===== src/design/dbr_pkg.sv =====
// Constants shared by the DC brake and regen select block.
// Assumes a 250 MHz clock and a 4-bit register address space.
package dbr_pkg;

    // ****************************************
    // Register map
    // ****************************************
    localparam logic [3:0] ADDR_START_FREQ  = 4'h0;
    localparam logic [3:0] ADDR_DURATION    = 4'h1;
    localparam logic [3:0] ADDR_VOLT_PCT    = 4'h2;
    localparam logic [3:0] ADDR_REGEN_SEL   = 4'h3;
    localparam logic [3:0] ADDR_SPEC_DUTY   = 4'h4;
    localparam logic [3:0] ADDR_MOTOR_TYPE  = 4'h5;
    localparam logic [3:0] ADDR_USER_GROUP  = 4'h6;
    localparam logic [3:0] ADDR_STATUS      = 4'h7;
    localparam logic [3:0] ADDR_TERM_BASE   = 4'h8;
    localparam int         TERM_COUNT       = 7;

    // ****************************************
    // Reset values and limits
    // ****************************************
    localparam logic [15:0] START_FREQ_RST  = 16'h012c; // 3.00 Hz in 0.01 Hz
    localparam logic [15:0] START_FREQ_MAX  = 16'h2ee0; // 120.00 Hz
    localparam logic [7:0]  DURATION_RST    = 8'h05;    // 0.5 s in 0.1 s
    localparam logic [7:0]  DURATION_MAX    = 8'h64;    // 10.0 s
    localparam logic [7:0]  VOLT_RST        = 8'h04;
    localparam logic [7:0]  VOLT_MAX        = 8'h1e;    // 30 %
    localparam logic [7:0]  VOLT_STD        = 8'h04;
    localparam logic [7:0]  VOLT_CT         = 8'h02;
    localparam logic [7:0]  DUTY_MAX        = 8'h1e;
    localparam logic [7:0]  DUTY_CLASS_A    = 8'h03;
    localparam logic [7:0]  DUTY_CLASS_B    = 8'h02;
    localparam logic [1:0]  REGEN_MAX       = 2'h2;
    localparam logic [7:0]  TERM_FUNC_ENABLE = 8'h0a;
    localparam logic [7:0]  TERM_FUNC_RST   = 8'h00;

    // ****************************************
    // Timing
    // ****************************************
    localparam int CLK_PERIOD_NS   = 4;
    localparam int TENTH_SEC_NS    = 100_000_000;
    localparam int TENTH_SEC_CYC   = TENTH_SEC_NS / CLK_PERIOD_NS;

    // ****************************************
    // Types
    // ****************************************
    typedef enum logic [1:0] {
        REGEN_BASIC,
        REGEN_HIGH_DUTY,
        REGEN_HC_RESTART
    } dbr_regen_t;

    typedef enum logic [1:0] {
        ST_RUN,
        ST_BRAKE,
        ST_STOPPED
    } dbr_state_t;

endpackage


===== src/design/dbr_tmap_if.sv =====
// Carrier between the brake controller and its terminal function map.
// Assumes both sides run on the same clock.
`timescale 1ns/100ps
interface dbr_tmap_if;
    logic       wr_en;
    logic [2:0] idx;
    logic [7:0] wdata;
    logic [7:0] rdata;
    logic       enable_level;
    logic       enable_assigned;

    modport ctrl (
        output wr_en,
        output idx,
        output wdata,
        input  rdata,
        input  enable_level,
        input  enable_assigned
    );
    modport map (
        input  wr_en,
        input  idx,
        input  wdata,
        output rdata,
        output enable_level,
        output enable_assigned
    );
endinterface


===== src/design/dbr_term_map.sv =====
// Function selection memory of the contact input terminals.
// Assumes terminal levels are synchronous to clock and active high.
`timescale 1ns/100ps
module dbr_term_map #(
    parameter int N = dbr_pkg::TERM_COUNT
) (
    input  wire logic         clock,
    input  wire logic         rst,
    input  wire logic [N-1:0] terminals,
    dbr_tmap_if.map           bus
);
    logic [7:0]   func_q [N];
    logic [7:0]   rdata_q;
    logic [N-1:0] hit;

    // ****************************************
    // Enable routing
    // ****************************************
    // enable follows code 10
    for (genvar i = 0; i < N; i++) begin : g_hit
        assign hit[i] = (func_q[i] == dbr_pkg::TERM_FUNC_ENABLE);
    end
    assign bus.enable_assigned = |hit;
    assign bus.enable_level    = &(terminals | ~hit);
    assign bus.rdata           = rdata_q;

    always_ff @(posedge clock) begin
        if (rst) begin
            for (int i = 0; i < N; i++) begin
                func_q[i] <= dbr_pkg::TERM_FUNC_RST;
            end
            rdata_q <= 8'h00;
        end else begin
            if (bus.wr_en && (int'(bus.idx) < N)) begin
                func_q[bus.idx] <= bus.wdata;
            end
            rdata_q <= (int'(bus.idx) < N) ? func_q[bus.idx] : 8'h00;
        end
    end
endmodule


===== src/design/dbr_brake_ctrl.sv =====
// DC injection brake, regen option selection and operation enable gating.
// Assumes inputs synchronous to clock; frequency in 0.01 Hz, current in any
// common unit shared with rated_current.
//
// The strobed register port and the register offsets are this design's own decisions.
`timescale 1ns/100ps

// How it works
// - Braking starts when decelerating frequency falls to the start frequency.
// - Braking lasts the programmed duration, 0.1 to 10 s.
// - Duration zero disables braking; motor coasts at stop.
// - Brake voltage is a percentage setting from 0 to 30.
// - Voltage zero disables braking; motor coasts at stop.
// - Affected rating, 4 percent, standard to constant-torque code gives 2.
// - Affected rating, 2 percent, constant-torque to standard code gives 4.
// - Brake voltage drops while output current reaches the rated current.
// - Regen select decodes basic, high-duty resistor, or converter with restart.
// - Special regen duty accepts 0 to 30 percent, used for high-duty.
// - Regen select zero ignores special duty; fixed 3 or 2 percent.
// - Operation enable comes from the terminal whose function code is 10.
// - Output shuts off while the operation enable input is inactive.
// - Brake parameters are writable only while user group select is 0.
module dbr_brake_ctrl #(
    parameter int TENTH_CYCLES = dbr_pkg::TENTH_SEC_CYC,
    parameter int N_TERM       = dbr_pkg::TERM_COUNT
) (
    input  wire logic              clock,
    input  wire logic              rst,
    input  wire logic [3:0]        reg_addr,
    input  wire logic [15:0]       reg_wdata,
    input  wire logic              reg_wr,
    input  wire logic              reg_rd,
    output logic [15:0]            reg_rdata,
    input  wire logic [15:0]       output_freq,
    input  wire logic              decelerating,
    input  wire logic [15:0]       output_current,
    input  wire logic [15:0]       rated_current,
    input  wire logic              affected_rating,
    input  wire logic              model_class_b,
    input  wire logic [N_TERM-1:0] contact_inputs,
    output logic                   dc_brake_active,
    output logic [7:0]             dc_brake_volt,
    output logic                   output_shutoff,
    output logic                   regen_high_duty,
    output logic                   regen_hc_restart,
    output logic [7:0]             regen_duty
);
    localparam int TW = $clog2(TENTH_CYCLES + 1);

    // ****************************************
    // Helpers
    // ****************************************
    function automatic logic is_standard(input logic [7:0] code);
        case (code)
            8'd0, 8'd3, 8'd4, 8'd5, 8'd6, 8'd23, 8'd24, 8'd40, 8'd43, 8'd44: is_standard = 1'b1;
            default: is_standard = 1'b0;
        endcase
    endfunction

    function automatic logic is_const_torque(input logic [7:0] code);
        case (code)
            8'd1, 8'd13, 8'd14, 8'd15, 8'd16, 8'd50, 8'd53, 8'd54: is_const_torque = 1'b1;
            default: is_const_torque = 1'b0;
        endcase
    endfunction

    // ****************************************
    // Registers and decode
    // ****************************************
    logic [15:0]         start_freq_q;
    logic [7:0]          duration_q;
    logic [7:0]          volt_pct_q;
    logic [1:0]          regen_sel_q;
    logic [7:0]          spec_duty_q;
    logic [7:0]          motor_type_q;
    logic [7:0]          user_group_q;
    logic [15:0]         rdata_q;
    logic                term_rd_q;
    dbr_pkg::dbr_state_t state_q;
    logic [7:0]          tenths_q;
    logic [TW-1:0]       sub_q;
    logic [7:0]          volt_out_q;
    logic                brake_en_d;
    logic                term_sel;
    logic                params_open;
    logic [7:0]          wr_byte;
    logic                wr_start, wr_dur, wr_volt, wr_regen, wr_duty, wr_motor, wr_user;
    logic                type_std_to_ct;
    logic                type_ct_to_std;
    logic                at_start_freq;
    logic                tenth_done;
    logic                brake_done;
    logic                enable_ok;
    logic                over_current;
    logic [15:0]         status_word;

    dbr_tmap_if tmap ();

    dbr_term_map #(
        .N (N_TERM)
    ) u_term_map (
        .clock     (clock),
        .rst       (rst),
        .terminals (contact_inputs),
        .bus       (tmap.map)
    );

    // writes gated by user group select
    assign params_open = (user_group_q == 8'h00);
    assign wr_byte     = reg_wdata[7:0];
    assign term_sel    = (reg_addr >= dbr_pkg::ADDR_TERM_BASE);
    assign wr_start = reg_wr && params_open && (reg_addr == dbr_pkg::ADDR_START_FREQ)
                      && (reg_wdata <= dbr_pkg::START_FREQ_MAX);
    // duration range 0 to 10 s
    assign wr_dur   = reg_wr && params_open && (reg_addr == dbr_pkg::ADDR_DURATION)
                      && (reg_wdata <= {8'h00, dbr_pkg::DURATION_MAX});
    // voltage range 0 to 30 percent
    assign wr_volt  = reg_wr && params_open && (reg_addr == dbr_pkg::ADDR_VOLT_PCT)
                      && (reg_wdata <= {8'h00, dbr_pkg::VOLT_MAX});
    assign wr_regen = reg_wr && params_open && (reg_addr == dbr_pkg::ADDR_REGEN_SEL)
                      && (reg_wdata <= {14'h0000, dbr_pkg::REGEN_MAX});
    // special duty range 0 to 30 percent
    assign wr_duty  = reg_wr && params_open && (reg_addr == dbr_pkg::ADDR_SPEC_DUTY)
                      && (reg_wdata <= {8'h00, dbr_pkg::DUTY_MAX});
    assign wr_motor = reg_wr && params_open && (reg_addr == dbr_pkg::ADDR_MOTOR_TYPE)
                      && (reg_wdata[15:8] == 8'h00);
    // User group select itself stays writable, else the lock could never open
    assign wr_user  = reg_wr && (reg_addr == dbr_pkg::ADDR_USER_GROUP);

    assign tmap.wr_en = reg_wr && params_open && term_sel && (reg_wdata[15:8] == 8'h00);
    assign tmap.idx   = 3'(reg_addr - dbr_pkg::ADDR_TERM_BASE);
    assign tmap.wdata = wr_byte;

    assign type_std_to_ct = wr_motor && affected_rating && is_standard(motor_type_q)
                            && is_const_torque(wr_byte) && (volt_pct_q == dbr_pkg::VOLT_STD);
    assign type_ct_to_std = wr_motor && affected_rating && is_const_torque(motor_type_q)
                            && is_standard(wr_byte) && (volt_pct_q == dbr_pkg::VOLT_CT);

    always_ff @(posedge clock) begin
        if (rst) begin
            start_freq_q <= dbr_pkg::START_FREQ_RST;
            duration_q   <= dbr_pkg::DURATION_RST;
            volt_pct_q   <= dbr_pkg::VOLT_RST;
            regen_sel_q  <= 2'h0;
            spec_duty_q  <= 8'h00;
            motor_type_q <= 8'h00;
            user_group_q <= 8'h00;
        end else begin
            if (wr_start) start_freq_q <= reg_wdata;
            if (wr_dur)   duration_q   <= wr_byte;
            if (wr_regen) regen_sel_q  <= reg_wdata[1:0];
            if (wr_duty)  spec_duty_q  <= wr_byte;
            if (wr_motor) motor_type_q <= wr_byte;
            if (wr_user)  user_group_q <= wr_byte;
            if (type_std_to_ct) begin
                volt_pct_q <= dbr_pkg::VOLT_CT;
            end else if (type_ct_to_std) begin
                volt_pct_q <= dbr_pkg::VOLT_STD;
            end else if (wr_volt) begin
                volt_pct_q <= wr_byte;
            end
        end
    end

    // ****************************************
    // Read port
    // ****************************************
    assign status_word = {10'h000, over_current, enable_ok, output_shutoff,
                          dc_brake_active, 2'(state_q)};

    always_ff @(posedge clock) begin
        if (rst) begin
            rdata_q   <= 16'h0000;
            term_rd_q <= 1'b0;
        end else begin
            term_rd_q <= reg_rd && term_sel;
            case (reg_addr)
                dbr_pkg::ADDR_START_FREQ: rdata_q <= start_freq_q;
                dbr_pkg::ADDR_DURATION:   rdata_q <= {8'h00, duration_q};
                dbr_pkg::ADDR_VOLT_PCT:   rdata_q <= {8'h00, volt_pct_q};
                dbr_pkg::ADDR_REGEN_SEL:  rdata_q <= {14'h0000, regen_sel_q};
                dbr_pkg::ADDR_SPEC_DUTY:  rdata_q <= {8'h00, spec_duty_q};
                dbr_pkg::ADDR_MOTOR_TYPE: rdata_q <= {8'h00, motor_type_q};
                dbr_pkg::ADDR_USER_GROUP: rdata_q <= {8'h00, user_group_q};
                dbr_pkg::ADDR_STATUS:     rdata_q <= status_word;
                default:                  rdata_q <= 16'h0000;
            endcase
        end
    end

    // Terminal map answers from its own registered read port
    assign reg_rdata = term_rd_q ? {8'h00, tmap.rdata} : rdata_q;

    // ****************************************
    // Brake sequence
    // ****************************************
    // zero duration means coast
    assign brake_en_d    = (duration_q != 8'h00) && (volt_pct_q != 8'h00);
    assign at_start_freq = decelerating && (output_freq <= start_freq_q);
    assign tenth_done    = (sub_q == TW'(TENTH_CYCLES - 1));
    assign brake_done    = tenth_done && (tenths_q <= 8'h01);
    // Unassigned enable function is treated as always enabled
    assign enable_ok     = !tmap.enable_assigned || tmap.enable_level;

    always_ff @(posedge clock) begin
        if (rst) begin
            state_q  <= dbr_pkg::ST_RUN;
            tenths_q <= 8'h00;
            sub_q    <= '0;
        end else begin
            case (state_q)
                dbr_pkg::ST_RUN: begin
                    sub_q <= '0;
                    if (at_start_freq) begin
                        tenths_q <= duration_q;
                        state_q  <= brake_en_d ? dbr_pkg::ST_BRAKE : dbr_pkg::ST_STOPPED;
                    end
                end
                dbr_pkg::ST_BRAKE: begin
                    // count duration in 0.1 s steps
                    sub_q <= tenth_done ? '0 : sub_q + TW'(1);
                    if (tenth_done) begin
                        tenths_q <= tenths_q - 8'h01;
                    end
                    if (brake_done) begin
                        state_q <= dbr_pkg::ST_STOPPED;
                    end
                end
                dbr_pkg::ST_STOPPED: begin
                    // A new run command leaves the stop
                    if (!decelerating && (output_freq > start_freq_q)) begin
                        state_q <= dbr_pkg::ST_RUN;
                    end
                end
                default: state_q <= dbr_pkg::ST_RUN;
            endcase
        end
    end

    // ****************************************
    // Brake voltage with current limit
    // ****************************************
    assign over_current = (output_current >= rated_current);

    // back off while current at rated
    always_ff @(posedge clock) begin
        if (rst) begin
            volt_out_q <= 8'h00;
        end else if (state_q != dbr_pkg::ST_BRAKE) begin
            volt_out_q <= 8'h00;
        end else if (over_current) begin
            volt_out_q <= (volt_out_q == 8'h00) ? 8'h00 : volt_out_q - 8'h01;
        end else if (volt_out_q < volt_pct_q) begin
            volt_out_q <= volt_out_q + 8'h01;
        end else begin
            volt_out_q <= volt_pct_q;
        end
    end

    // ****************************************
    // Outputs
    // ****************************************
    // enable input gates the output
    assign output_shutoff   = !enable_ok || (state_q == dbr_pkg::ST_STOPPED);
    assign dc_brake_active  = (state_q == dbr_pkg::ST_BRAKE) && enable_ok;
    assign dc_brake_volt    = dc_brake_active ? volt_out_q : 8'h00;

    assign regen_high_duty  = (regen_sel_q == 2'(dbr_pkg::REGEN_HIGH_DUTY));
    assign regen_hc_restart = (regen_sel_q == 2'(dbr_pkg::REGEN_HC_RESTART));
    assign regen_duty = (regen_sel_q == 2'(dbr_pkg::REGEN_BASIC))
                        ? (model_class_b ? dbr_pkg::DUTY_CLASS_B : dbr_pkg::DUTY_CLASS_A)
                        : spec_duty_q;
endmodule


===== config.mk =====
export PLATFORM = sky130hd
export DESIGN_NAME = dbr_brake_ctrl
export DESIGN_NICKNAME = d
export VERILOG_FILES = /design/src/design/dbr_pkg.sv /design/src/design/dbr_tmap_if.sv /design/src/design/dbr_term_map.sv /design/src/design/dbr_brake_ctrl.sv
export SDC_FILE = /design/constraint.sdc
export NUM_CORES = 1
export LEC_CHECK = 0
export ABC_AREA = 1
export BUFFER_PORTS_ARGS = -buffer_cell sky130_fd_sc_hd__buf_2
export CAP_MARGIN = 20
export CELL_PAD_IN_SITES_DETAIL_PLACEMENT = 1
export CELL_PAD_IN_SITES_GLOBAL_PLACEMENT = 1
export CORE_MARGIN = 2
export CORE_UTILIZATION = 45
export DETAILED_ROUTE_END_ITERATION = 8
export GPL_ROUTABILITY_DRIVEN = 0
export PLACE_DENSITY = 0.81
export SYNTH_ARGS = -nofsm -noshare
export SYNTH_HDL_FRONTEND = slang
export SYNTH_SLANG_ARGS = --single-unit

===== constraint.sdc =====
create_clock -name clock -period 3.9 [get_ports clock]
set_input_delay 0.195 -clock clock [delete_from_list [all_inputs] [get_ports clock]]
set_output_delay 0.195 -clock clock [all_outputs]
set_load 0.01 [all_outputs]

==> results.sh <==
export IMPL_status="completed"
export IMPL_power_clock_fraction=0.374
export IMPL_synth_cells=1426
export IMPL_finalNetCount=1645
export IMPL_routed_via_density=5.59
export IMPL_ys_seq_elements=182
export IMPL_switching_share=0.330
export IMPL_cp_arrival_ps=2780
export IMPL_endpoint="u_term_map.func_q[0][5]"
export IMPL_drive_above_1_share=0.157
export IMPL_max_vdd_ir_drop_mv=0.230
export IMPL_grt_usage=0.287
export IMPL_ff_latch_area_um2=4120
export IMPL_grt_pass1_wl_um=54800
export IMPL_ys_types=59
export IMPL_synth_area_um2=10500
export IMPL_grt_pass1_vias=10300
export IMPL_num_antenna_cells=0
export IMPL_fp_coreArea_um2=22800
export IMPL_r2r_setup_slack_ps=1240
export IMPL_wl_met2_um=15500
export IMPL_startpoint="user_group_q[7]"
export IMPL_cp_max_fo=18
export IMPL_wire_per_inst_um=18.9
export IMPL_cts_tree="done"
export IMPL_synth_edf_count=48
export IMPL_met1_length_um=15700
export IMPL_cts_made_buffers=17
export IMPL_relSlewSlack=0.284
export IMPL_seqPwrFrac=0.431
export IMPL_drtIter0Drc=718
export IMPL_portBuffers=117
export IMPL_finalSetupViolations=0
export IMPL_clk_insertion_delay_late_ps=450
export IMPL_fmaxAchievable_ghz=0.376
export IMPL_max_clock_path_buffers=2
export IMPL_synth_flop_cell="dfxtp_1"
export IMPL_die_h_um=157
export IMPL_synth_warnings=0
export IMPL_final_max_slew_viol_count=0
export IMPL_totalWireLength_um=34800
export IMPL_drcViolationCount=0
export IMPL_drtAntennaViolNets=0
export IMPL_rows=55
export IMPL_avgSynthCellArea_um2=7.38
export IMPL_antenna_found_initial=0
export IMPL_p_per_area_nw_per_um2=405
export IMPL_cp_data_required_time_ps=4010
export IMPL_drt_first_pass_iters=7
export IMPL_pwr_share_comb=0.195
export IMPL_die_area_um2=24600
export IMPL_reg2reg_depth=7
export IMPL_leakagePower_nw=4.88
export IMPL_total_power_mw=4.82
export IMPL_cp_end_kind="flop"
export IMPL_skew_ps=9.79
export IMPL_fin_crit_ps=2660
export IMPL_grt_start_max_net_pins=65
export IMPL_htree_levels=4
export IMPL_setup_tns_ps=0
export IMPL_crit_type="reg -> reg"
export IMPL_start_util=0.462
export IMPL_post_dp_hpwl_um=25600
export IMPL_path_clk_slew_ps=80
export IMPL_reg2reg_to="u_term_map.func_q[0][5]"
export IMPL_route_vias_total=10300
export IMPL_p_sw_mw=1.59
export IMPL_gr_total_overflow=0
export IMPL_multi_input_area_um2=5430
export IMPL_reg2reg_from="user_group_q[7]"
export IMPL_highest_layer="met4"
export IMPL_wl_met3_um=2620
export IMPL_ios=118
export IMPL_cts_root_buffer="clkbuf_16"
export IMPL_rsz0062_at_grt="no"
export IMPL_hold_viol_final=0
export IMPL_async_flop_share=0
export IMPL_cts_sinks=182
export IMPL_worst_pin_slew_ps=1060
export IMPL_maxCapViolCount=0
export IMPL_die_w_um=157
export IMPL_fin_util=0.522
export IMPL_hold_class="in -> reg"
export IMPL_syn_to_final_growth_pct=13.1
export IMPL_n_fill_cell=2914
export IMPL_ys_seq_area_frac=0.392
export IMPL_timing_final_crit_share=0.683
export IMPL_p_int_mw=3.23
export IMPL_syn_nets=1552
export IMPL_crit_path_start_kind="flop"
==> layout by cell type, fill, tap and decap left out, types with 46 or more instances in the layout <==
master / n
a21oi_1: 115
buf_2: 117
dfxtp_1: 134
edfxtp_1: 48
inv_1: 171
nand2_1: 263
nand3_1: 83
nor2_1: 147
nor3_1: 46
o21ai_0: 81
==> power by group through the flow <==
stage	registers, mW	clock network (mW)	logic [mW]
after floorplan	2.09	0	0.673
after global placement	2.12	0	0.895
after detailed placement	2.12	0	0.925
after CTS	2.08	1.82	0.939
after global routing	2.09	1.89	1.06
final	2.08	1.80	0.940
==> per-layer routing <==
layer | global-route usage | up-vias
li1 | - | 4990
met1 | 0.388 | 4886
met2 | 0.458 | 375
met3 | 0.0559 | 69
met4 | 0.106 | 0
met5 | 0 | -
==> registers in the layout, indices dropped and copies added, names as in the netlist <==
signal                cells
duration_q                8
motor_type_q              8
rdata_q                  16
regen_sel_q               2
spec_duty_q               8
start_freq_q             16
state_q                   2
sub_q                    25
tenths_q                  8
term_rd_q                 1
u_term_map.bus.rdata      8
u_term_map.func_q        56
user_group_q              8
volt_out_q                8
volt_pct_q                8
==> how the worst min path moves through the flow <==
stage	start	slack (ps)	cells after the start	endpoint
2_1_floorplan	reg_addr[3]	310	2	term_rd_q
3_3_place_gp	reg_rd	410	3	term_rd_q
3_5_place_dp	reg_rd	420	3	term_rd_q
4_1_cts	reg_addr[3]	4	3	term_rd_q
5_1_grt	reg_addr[3]	30	3	term_rd_q
6_report	reg_addr[3]	9	3	term_rd_q
==> logic make-up after synthesis <==
| logic type | synth area share |
|---|---|
| simple gates | 0.286 |
| compound gates | 0.157 |
| buf+inv | 0.0918 |
| flops | 0.392 |
| fa+ha+maj | 0.0523 |
| xor+xnor | 0.0125 |
| mux | 0.00856 |
==> metrics by stage <==
stage               cells  area [µm²]  setup slack (ps)  hold slack (ps)
detailed placement   1812       11300              1290              423
CTS                  1845       11900              1240             3.88
global route         1845       11900               991             32.0
floorplan            1426       10500              1610              309
global placement     1812       11300              1380              413
finish               1845       11900              1240             9.30
==> final cells by class <==
class,count,share of cell area
inverter,193,0.0610
clock inverter,15,0.0143
tap,313,0.0329
clock buffer,17,0.0357
sequential,182,0.347
multi-input combinational,1002,0.456
timing repair buffer,123,0.0532
==> critical path, cell delays in order (launching register included) <==
cell	delay, ps
dfxtp_1	330
nor2_1	110
nand4_1	140
nor2_4	370
nand4_4	310
nor2_1	430
nand2_1	290
nand2_1	350
==> cell usage after synthesis, types with 10 or more instances <==
library cell / count / area [µm²]
nor3_1: 46 / 230
o22ai_1: 20 / 125
buf_4: 11 / 82.6
nand3_1: 83 / 415
nor2_1: 147 / 552
nand2_1: 263 / 987
buf_2: 10 / 50.1
dfxtp_1: 134 / 2680
inv_1: 171 / 642
nor2_2: 13 / 81.3
edfxtp_1: 48 / 1440
o211ai_1: 11 / 82.6
clkbuf_1: 24 / 90.1
nand4_1: 29 / 181
inv_2: 19 / 71.3
ha_1: 44 / 551
nor4_1: 19 / 119
o21ai_0: 81 / 405
a21oi_1: 115 / 576
==> repair_timing <==
item,4_1_cts,5_1_grt
gates resized for setup,0,0
buffers inserted,0,0
endpoints found under the hold margin,1,0
hold buffers,1,0
(Power assumes the default switching activity.)
